[config.mk]
export PLATFORM = sky130hd
export DESIGN_NAME = led_polarity_link_transition
export DESIGN_NICKNAME = d
export VERILOG_FILES = /design/src/led_polarity_pkg.sv /design/src/led_polarity_link_transition.sv
export VERILOG_INCLUDE_DIRS = /design/src
export SDC_FILE = /design/constraint.sdc
export NUM_CORES = 1
export LEC_CHECK = 0
export BUFFER_PORTS_ARGS = -buffer_cell sky130_fd_sc_hd__buf_4
export CAP_MARGIN = 10
export CELL_PAD_IN_SITES_DETAIL_PLACEMENT = 1
export CELL_PAD_IN_SITES_GLOBAL_PLACEMENT = 2
export CORE_ASPECT_RATIO = 0.75
export CORE_MARGIN = 2
export CORE_UTILIZATION = 40
export CTS_CLUSTER_DIAMETER = 120
export CTS_CLUSTER_SIZE = 40
export DETAILED_ROUTE_END_ITERATION = 6
export PLACE_DENSITY = 0.91
export REMOVE_ABC_BUFFERS = 1
export SYNTH_ARGS = -nofsm -noshare
export SYNTH_HDL_FRONTEND = slang
export SYNTH_SLANG_ARGS = --single-unit
[constraint.sdc]
create_clock -name mclk -period 5.4 [get_ports mclk]
set_input_delay 0.54 -clock mclk [delete_from_list [all_inputs] [get_ports mclk]]
set_output_delay 0.54 -clock mclk [all_outputs]
set_load 0.01 [all_outputs]
[src/led_polarity_defines.svh]
// Function
// - eleven polarity bits, two registers, reset zero
// - polarity write copies into duty reference bit
// - linked touch acts like request bit set
// - inverted polarity drives active pin low
// - non-inverted: high, or released when open-drain
// - inverted duty sets pin low fraction
// - inverted idle channel runs at minimum duty
// - inverted breathe ramps minimum up to maximum
// - non-inverted duty sets pin high fraction
// - non-inverted idle runs full minus minimum
// - non-inverted breathe ramps full-min to full-max
// - reference bit never flips pin drive sense
// - non-inverted brightness follows full minus setting
// - nine transition bits, two registers, reset zero
// - transition bits combine with inverted-link select
// - clear transition bit: linking untouched LED changes
// - reference bit: duty relative full or zero
`ifndef LED_POLARITY_DEFINES_SVH
`define LED_POLARITY_DEFINES_SVH

// ----------------------------------------------------------------
// register offsets
// ----------------------------------------------------------------
`define ADDR_POL_LOW   8'h75
`define ADDR_POL_HIGH  8'h76
`define ADDR_TRAN_LOW  8'h77
`define ADDR_TRAN_HIGH 8'h78
`define ADDR_REF_LOW   8'h79
`define ADDR_REF_HIGH  8'h7A

// ----------------------------------------------------------------
// reset values and field layout
// ----------------------------------------------------------------
`define RST_REG8       8'h00
`define CHANNELS       11
`define POL_HIGH_BITS  3
`define TRAN_LOW_BITS  7
`define TRAN_HIGH_BITS 2

// ----------------------------------------------------------------
// duty timing: one period is DUTY_FULL ticks of mclk
// ----------------------------------------------------------------
`define DUTY_FULL      5'h10
`endif

[src/led_polarity_pkg.sv]
package led_polarity_pkg;
  typedef logic [10:0] chan_vec_t;
  typedef logic [3:0]  duty_t;
  typedef logic [4:0]  level_t;
  typedef logic [7:0]  reg8_t;
endpackage

[src/led_polarity_link_transition.sv]
`include "led_polarity_defines.svh"

module led_polarity_link_transition
  import led_polarity_pkg::*;
(
  input  wire logic      mclk,
  input  wire logic      rst_n,
  input  wire logic      clkEn,
  input  wire reg8_t     regAddr,
  input  wire reg8_t     regWrData,
  input  wire logic      regWe,
  input  wire logic      regRe,
  input  wire chan_vec_t channelOutputRequestBit,
  input  wire chan_vec_t channelDriveTypeBit,
  input  wire chan_vec_t sensorLink,
  input  wire chan_vec_t touchDetect,
  input  wire chan_vec_t breatheEnable,
  input  wire logic      blockPolarityToReferenceCoupling,
  input  wire logic      invertedLinkTransitionSelect,
  input  wire duty_t     minDuty,
  input  wire duty_t     maxDuty,
  output reg8_t          regRdData,
  output chan_vec_t      channelDutyReferenceBit,
  output chan_vec_t      pinOut,
  output chan_vec_t      pinOe
);

  // ----------------------------------------------------------------
  // register state
  // ----------------------------------------------------------------
  chan_vec_t channelPolarityBit;
  logic [8:0] channelLinkTransitionBit; // [6:0] ch1-7, [8:7] ch9-10
  chan_vec_t transMap;
  logic [3:0] periodCnt;
  chan_vec_t actuated;
  chan_vec_t holdOn;
  chan_vec_t onPhase;
  chan_vec_t next_pinOut;
  chan_vec_t next_pinOe;
  level_t    level [`CHANNELS];
  level_t    ramp [`CHANNELS];
  logic      wrPolLow;
  logic      wrPolHigh;

  assign wrPolLow  = clkEn && regWe && regAddr == `ADDR_POL_LOW;
  assign wrPolHigh = clkEn && regWe && regAddr == `ADDR_POL_HIGH;

  // spread transition bits onto channel positions; ch8 and ch11 have none
  assign transMap = {1'b0, channelLinkTransitionBit[8:7], 1'b0,
                     channelLinkTransitionBit[6:0]};

  // polarity registers, upper bits of the high one not stored
  always_ff @(posedge mclk or negedge rst_n) begin
    if (!rst_n) begin
      channelPolarityBit <= '0;
    end else begin
      if (wrPolLow) begin
        channelPolarityBit[7:0] <= regWrData;
      end
      if (wrPolHigh) begin
        channelPolarityBit[10:8] <= regWrData[`POL_HIGH_BITS-1:0];
      end
    end
  end

  // transition registers
  always_ff @(posedge mclk or negedge rst_n) begin
    if (!rst_n) begin
      channelLinkTransitionBit <= '0;
    end else if (clkEn && regWe) begin
      if (regAddr == `ADDR_TRAN_LOW) begin
        channelLinkTransitionBit[6:0] <= regWrData[`TRAN_LOW_BITS-1:0];
      end
      if (regAddr == `ADDR_TRAN_HIGH) begin
        channelLinkTransitionBit[8:7] <= regWrData[`TRAN_HIGH_BITS-1:0];
      end
    end
  end

  // duty reference bits, also follow polarity writes unless blocked
  always_ff @(posedge mclk or negedge rst_n) begin
    if (!rst_n) begin
      channelDutyReferenceBit <= '0;
    end else if (clkEn && regWe) begin
      if (regAddr == `ADDR_REF_LOW) begin
        channelDutyReferenceBit[7:0] <= regWrData;
      end
      if (regAddr == `ADDR_REF_HIGH) begin
        channelDutyReferenceBit[10:8] <= regWrData[2:0];
      end
      if (wrPolLow && !blockPolarityToReferenceCoupling) begin
        channelDutyReferenceBit[7:0] <= regWrData;
      end
      if (wrPolHigh && !blockPolarityToReferenceCoupling) begin
        channelDutyReferenceBit[10:8] <= regWrData[2:0];
      end
    end
  end

  // register read port, unmapped addresses read zero
  always_ff @(posedge mclk or negedge rst_n) begin
    if (!rst_n) begin
      regRdData <= `RST_REG8;
    end else if (clkEn && regRe) begin
      case (regAddr)
        `ADDR_POL_LOW:   regRdData <= channelPolarityBit[7:0];
        `ADDR_POL_HIGH:  regRdData <= {5'h0, channelPolarityBit[10:8]};
        `ADDR_TRAN_LOW:  regRdData <= {1'b0, channelLinkTransitionBit[6:0]};
        `ADDR_TRAN_HIGH: regRdData <= {6'h0, channelLinkTransitionBit[8:7]};
        `ADDR_REF_LOW:   regRdData <= channelDutyReferenceBit[7:0];
        `ADDR_REF_HIGH:  regRdData <= {5'h0, channelDutyReferenceBit[10:8]};
        default:         regRdData <= `RST_REG8;
      endcase
    end
  end

  // ----------------------------------------------------------------
  // pwm period counter
  // ----------------------------------------------------------------
  always_ff @(posedge mclk or negedge rst_n) begin
    if (!rst_n) begin
      periodCnt <= 4'h0;
    end else if (clkEn) begin
      periodCnt <= periodCnt + 4'h1;
    end
  end

  // ----------------------------------------------------------------
  // per-channel actuation, duty level and pin drive
  // ----------------------------------------------------------------
  genvar ch;
  generate
    for (ch = 0; ch < `CHANNELS; ch++) begin : g_chan
      level_t sel;
      logic   linkedAct;

      // held-on flag: linking while requested and transition bit set
      always_ff @(posedge mclk or negedge rst_n) begin
        if (!rst_n) begin
          holdOn[ch] <= 1'b0;
        end else if (clkEn) begin
          if (!sensorLink[ch] || !channelOutputRequestBit[ch]) begin
            holdOn[ch] <= 1'b0;
          end else if (!holdOn[ch] && transMap[ch] && !touchDetect[ch]) begin
            holdOn[ch] <= 1'b1;
          end
        end
      end

      // linked channel: plain touch, or held state per inverted select
      always_comb begin
        if (holdOn[ch]) begin
          linkedAct = invertedLinkTransitionSelect ? !touchDetect[ch] : 1'b1;
        end else begin
          linkedAct = touchDetect[ch];
        end
        actuated[ch] = sensorLink[ch] ? linkedAct : channelOutputRequestBit[ch];
      end

      // breathe ramp climbs one step per period from min toward max
      always_ff @(posedge mclk or negedge rst_n) begin
        if (!rst_n) begin
          ramp[ch] <= 5'h00;
        end else if (clkEn) begin
          if (!(actuated[ch] && breatheEnable[ch])) begin
            ramp[ch] <= {1'b0, minDuty};
          end else if (periodCnt == 4'hF && ramp[ch] < {1'b0, maxDuty}) begin
            ramp[ch] <= ramp[ch] + 5'h01;
          end
        end
      end

      // pick setting, then reference it to full or zero
      always_comb begin
        if (!actuated[ch]) begin
          sel = {1'b0, minDuty};
        end else if (breatheEnable[ch]) begin
          sel = ramp[ch];
        end else begin
          sel = {1'b0, maxDuty};
        end
        if (channelDutyReferenceBit[ch]) begin
          level[ch] = `DUTY_FULL - sel;
        end else begin
          level[ch] = sel;
        end
        onPhase[ch] = {1'b0, periodCnt} < level[ch];
      end

      // polarity alone sets drive sense; reference bit only moves level
      always_comb begin
        logic lvl;
        lvl = channelPolarityBit[ch] ? onPhase[ch] : !onPhase[ch];
        if (channelDriveTypeBit[ch]) begin
          next_pinOut[ch] = lvl;
          next_pinOe[ch]  = 1'b1;
        end else begin
          next_pinOut[ch] = 1'b0;
          next_pinOe[ch]  = !lvl;
        end
      end

    end
  endgenerate

  // registered pin drive
  always_ff @(posedge mclk or negedge rst_n) begin
    if (!rst_n) begin
      pinOut <= '0;
      pinOe  <= '0;
    end else if (clkEn) begin
      pinOut <= next_pinOut;
      pinOe  <= next_pinOe;
    end
  end
endmodule // led_polarity_link_transition

Word-level counts from Yosys, hierarchy flattened
Cells that the tools add are included.
{"block": "totals", "register_bits": 129, "in_bits": 86, "out_inout_bits": 41}
{"block": "op_classes", "addsub": 23, "order_cmp": 22, "eq_ne": 18, "mux": 140, "reduce_logical": 149}
{"cell": "$mux 5", "count": 55}
{"cell": "$mux 1", "count": 80}
{"cell": "$logic_not 1->1", "count": 59}
{"cell": "$add 5x1->5 const B", "count": 11}
{"cell": "$lt 4x5->1", "count": 11}
{"cell": "$lt 5x4->1", "count": 11}
{"cell": "$sub 5x5->5 const A", "count": 11}
{"cell": "$eq 8x7->1 const B", "count": 6}
{"cell": "$pmux 8 s6", "count": 1}
{"cell": "$reduce_and 2->1", "count": 24}
{"cell": "$logic_and 1x1->1", "count": 46}
{"cell": "$ne 2x1->1 const B", "count": 11}
{"cell": "$reduce_bool 2->1", "count": 11}
{"cell": "$mux 8", "count": 2}
{"cell": "$logic_or 1x1->1", "count": 9}
{"cell": "$mux 3", "count": 2}
{"cell": "$add 4x1->4 const B", "count": 1}
{"cell": "$eq 4x4->1 const B", "count": 1}

Longest topological paths before layout
{"block": "logic_depth", "ltp_word": 12, "mapped_depth": 14}

Worst setup path after synthesis
Ideal clock, no wire load.
{"block": "synth_path", "kind": "input -> register", "startpoint": "in maxDuty[0]", "endpoint": "reg pinOut[6]", "setup_ns": 0.120, "arrival_ns": 3.037, "required_time_ns": 5.280, "path_slack_ns": 2.243, "stages": 14, "path_cell_list": "buf_4 > buf_2 > mux2_2 > a221o_1 > nand2_1 > ha_1 > a21oi_1 > ha_1 > a21o_1 > a21o_1 > a21o_1 > o211ai_1 > xnor2_1 > a31o_2"}
{"block": "synth_between", "elab_chain_cells": 8}
{"item": "start, declared", "line_no": "led_polarity_link_transition.sv:21", "text": "input wire duty_t maxDuty,"}
{"item": "$mux 5 (*)", "line_no": "led_polarity_link_transition.sv:177", "text": "end else if (breatheEnable[ch]) begin"}
{"item": "$mux 5 (*)", "line_no": "led_polarity_link_transition.sv:175", "text": "if (!actuated[ch]) begin"}
{"item": "$sub 5x5->5 (no source line)"}
{"item": "$mux 5 (*)", "line_no": "led_polarity_link_transition.sv:182", "text": "if (channelDutyReferenceBit[ch]) begin"}
{"item": "$lt 4x5->1 (*)", "line_no": "led_polarity_link_transition.sv:187", "text": "onPhase[ch] = {1'b0, periodCnt} < level[ch];"}
{"item": "$logic_not 1->1", "line_no": "led_polarity_link_transition.sv:193", "text": "lvl = channelPolarityBit[ch] ? onPhase[ch] : !onPhase[ch];"}
{"item": "$mux 1 (*)", "line_no": "led_polarity_link_transition.sv:193"}
{"item": "$mux 1 (*)", "line_no": "led_polarity_link_transition.sv:194", "text": "if (channelDriveTypeBit[ch]) begin"}
{"item": "end signal, assigned", "line_no": "led_polarity_link_transition.sv:212", "text": "pinOut <= next_pinOut;"}
{"item": "end, declared", "line_no": "led_polarity_link_transition.sv:24", "text": "output chan_vec_t pinOut,"}
Every way passes the cells marked *; elsewhere a longest branch is shown, timed or not.
A chain may end at the register's enable or synchronous reset.

Worst setup path in the final report
{"block": "layout_path", "startpoint": "reg holdOn[1]", "endpoint": "reg pinOe[1]"}
{"block": "layout_between", "elab_chain_cells": 10}
{"item": "start, declared", "line_no": "led_polarity_link_transition.sv:36", "text": "chan_vec_t holdOn;"}
{"item": "start signal, assigned by index", "line_no": "led_polarity_link_transition.sv:140", "text": "holdOn[ch] <= 1'b0;"}
{"item": "start signal, assigned by index", "line_no": "led_polarity_link_transition.sv:143", "text": "holdOn[ch] <= 1'b0;"}
{"item": "start signal, assigned by index", "line_no": "led_polarity_link_transition.sv:145", "text": "holdOn[ch] <= 1'b1;"}
{"item": "$mux 1 (*)", "line_no": "led_polarity_link_transition.sv:152", "text": "if (holdOn[ch]) begin"}
{"item": "$mux 1 (*)", "line_no": "led_polarity_link_transition.sv:157", "text": "actuated[ch] = sensorLink[ch] ? linkedAct : channelOutputRequestBit[ch];"}
{"item": "$mux 5 (*)", "line_no": "led_polarity_link_transition.sv:175"}
{"item": "$sub 5x5->5 (no source line)"}
{"item": "$mux 5 (*)", "line_no": "led_polarity_link_transition.sv:182"}
{"item": "$lt 4x5->1 (*)", "line_no": "led_polarity_link_transition.sv:187"}
{"item": "$logic_not 1->1", "line_no": "led_polarity_link_transition.sv:193"}
{"item": "$mux 1 (*)", "line_no": "led_polarity_link_transition.sv:193"}
{"item": "$logic_not 1->1 (*)", "line_no": "led_polarity_link_transition.sv:199", "text": "next_pinOe[ch] = !lvl;"}
{"item": "$mux 1 (*)", "line_no": "led_polarity_link_transition.sv:194"}
{"item": "end signal, assigned", "line_no": "led_polarity_link_transition.sv:213", "text": "pinOe <= next_pinOe;"}
{"item": "end, declared", "line_no": "led_polarity_link_transition.sv:25", "text": "output chan_vec_t pinOe"}
Marks and branches as above.

==> impl_metrics.toml <==
[run_status]
status = "finished, final reports clean"

[global_route]
overflow = 0
first_global_vias = 10383
grt_max_degree = 83
gr-usage-all-layers_pct = 27.78
grt_first_pass_wirelength_um = 61580
antenna_found_initial = 3

[finish]
drive_above_1_share_pct = 19.07
layout.nets = 1460
regArea_sq_um = 3228
syn_to_final_growth_pct = 16.74
antenna_cells = 0
stdcell_area_sq_um = 12570
fill_cells = 3062
multi_input_area_sq_um = 7188

[die]
io_pins = 127
floorplan.initialDensity_pct = 41.06
die-width_um = 193.5
die_h_um = 146.1
dieArea_sq_um = 28260
rows = 51
core_sq_um = 26230

[routing]
ant_nets = 0
wl_per_cell_um = 23.82
post-route-drc-count = 0
wl_um = 39040
viasPerCell = 6.254
wl_met2_um = 17360
drt_iter0_markers = 790
wl_met3_um = 2395
vias = 10250
routed.top_layer = "met4"
wl_met1_um = 18550
drt_pass1_iterations = 6

[critical_path]
crit_slowest_cell = "o21ai_1"
path_cells = "and3_1 -> o21ai_1 -> mux2i_1 -> ha_1 -> a21oi_1 -> ha_1 -> a21o_1 -> a21oi_1 -> nor2b_1 -> o32ai_1 -> xor2_1 -> o31a_1"
path_delay_family = "compound AO/OA/AOI/OAI gates"
path_class = "flop to flop"
cp_max_fo = 7
cp-start-kind = "flop"
crit_path_max_incr_delay_ps = 520
worst_setup_path_end_kind = "flop"
r2r_cells = 12
worst-endpoint-required_ps = 5720
cp_num_cells = 12
arrival_ps = 3740
path_buf_inv = 0

[power]
p_clk_share_pct = 28.9
p_sw_mw = 1.604
internal_power_mw = 2.641
combPwrFrac_pct = 38.6
powerDensity_nw_per_um2 = 337.7
sequentialPowerShare_pct = 32.6
leakage_nw = 5.552
swShare_pct = 37.78
ir_drop_uv = 219.3

[sta]
period_minus_slack_ps = 3426
maxSlewViolCount = 0
finalSetupTns_ps = 0
skew_ps = 7.803
setup_violations = 0
fmax_ghz = 0.2919
timing.final.crit_share_pct = 63.44
maxSlewHeadroom_pct = 29.00
grt_setup_unrepaired = "false"
max_slew.worst_pin.slew_ps = 1064
final_hold_viol_count = 0

[synth]
synth_area_per_cell_sq_um = 9.056
netlist_instances = 1189
netlist_area_sq_um = 10770
ys_types = 71
synth-edff-count = 0
ys_seq_elements = 129
yosysWarningCount = 0
synth_seq_area_share_pct = 29.98
synth_top_flop_cell = "dfrtp_1"
async_flop_share_pct = 100.0

[clock_tree]
clock_path_buffers = 2
clkSinkCount = 129
cts_hold_buf = 0
postCtsSetupRepairBufs = 0
htreeDepth = 4
tritoncts = "done"
path_clk_slew_ps = 60
cts_resized = 0
numCtsBuffers = 17
clockRootBuffer = "clkbuf_16"
clock_latency_ps = 440

[placement]
dpl_cell_area_sq_um = 11980
routabilityCongestion = 0.8346
portBuffers = 126
hpwl_um = 26420

[hold_path]
hp-class = "input port to async pin"

[run]
max_cap_violations = 0
==> cell type report <==
type / count / area share (%)
Inverter: 28 / 0.8361
Clock inverter: 5 / 0.8162
Sequential cell: 129 / 25.68
Timing Repair Buffer: 136 / 8.152
Clock buffer: 24 / 3.912
Tap cell: 344 / 3.424
Multi-Input combinational cell: 973 / 57.18
==> cell usage in the layout, fill, tap and decap left out, types with 36 or more instances in the layout <==
cell,instances
buf_4,135
dfrtp_1,129
nand2_1,106
ha_1,89
a21oi_1,80
nor2_1,67
mux2_2,52
o21ai_0,51
nand3_1,41
mux2i_1,40
nand2b_1,36
==> power groups by stage <==
stage          clock network, mW  registers (mW)  logic, mW
6_report                    1.23            1.38       1.64
5_1_grt                     1.28            1.41       1.82
4_1_cts                     1.24            1.37       1.63
3_5_place_dp                   0            1.39       1.61
3_3_place_gp                   0            1.38       1.55
2_1_floorplan                  0            1.33       1.02
==> worst reg2reg max path, stage by stage, from the launching register on <==
cell	delay, ps
dfrtp_1	400
and3_1	230
o21ai_1	520
mux2i_1	370
ha_1	280
a21oi_1	150
ha_1	260
a21o_1	180
a21oi_1	170
nor2b_1	70
o32ai_1	270
xor2_1	160
o31a_1	260
==> synth_stat cells, drive strengths merged, types with 10 or more instances <==
library cell	count	area share, %
mux2i	40	3.7
o211ai	22	1.5
nor2	67	2.3
o31a	10	0.81
nor2b	16	0.93
a221o	12	1.1
nand2	106	3.7
a21o	35	2.4
dfrtp	129	30
a211oi	18	1.3
xnor2	34	2.8
and3	16	0.93
o21ai	63	3.1
or3	11	0.64
nand2b	36	2.1
ha	89	10
nand4	15	0.93
nand3	41	1.9
a31oi	30	1.7
a21oi	80	3.7
buf	14	0.72
o2bb2ai	14	1.1
o21a	14	0.98
inv	25	0.87
clkbuf	45	1.6
mux2	54	5.6
a2111oi	12	2.4
xor2	11	0.89
nor3	16	0.74
==> registers in the layout, indices dropped and copies added, names as in the netlist, 8 cells and up <==
signal                    count
pinOe                        11
ramp                         55
channelLinkTransitionBit      9
channelDutyReferenceBit      11
channelPolarityBit           11
holdOn                        9
regRdData                     8
pinOut                       11
==> path summary, 6_finish.rpt <==
kind                                         from        end  slack [ps]
max                                     holdOn[1]   pinOe[1]        1970
min reg2reg                             pinOut[4]  pinOut[4]         500
max reg2reg                             holdOn[1]   pinOe[1]        1970
max in group asynchronous                   rst_n   ramp[38]        4050
min                                         rst_n   ramp[22]         170
min in group mclk          channelDriveTypeBit[0]   pinOe[0]         340
==> layer usage <==
metal  GRT usage [%]  vias to the layer above
met4           7.061                        0
met5               0                        -
met3           4.920                       54
li1                -                     4699
met1           40.02                     5157
met2           43.00                      340
==> logic make-up (layout without fill, tap and decap cells) <==
kind of cell / count (synthesis) / after routing / share of synthesized area, %
mux: 94 / 94 / 9.365
buf+inv: 87 / 193 / 3.265
simple gates: 361 / 361 / 17.05
flops: 129 / 129 / 29.98
compound gates: 384 / 384 / 26.34
fa+ha+maj: 89 / 89 / 10.34
xor+xnor: 45 / 45 / 3.660
==> through the flow <==
| step | power, mW | worst slack (ps) | hold slack (ps) | utilization [%] | instances |
|---|---|---|---|---|---|
| after global placement | 2.927 | 1661 | 472.7 | 45.67 | 1610 |
| final | 4.245 | 1974 | 165.8 | 47.93 | 1639 |
| after detailed placement | 2.992 | 1587 | 480.7 | 45.67 | 1610 |
| after global routing | 4.509 | 1695 | 229.8 | 47.93 | 1639 |
| after CTS | 4.247 | 2021 | 197.0 | 47.93 | 1639 |
| after floorplan | 2.356 | 2182 | 244.4 | - | 1130 |
No activity file was read; power rests on OpenSTA's default activity.
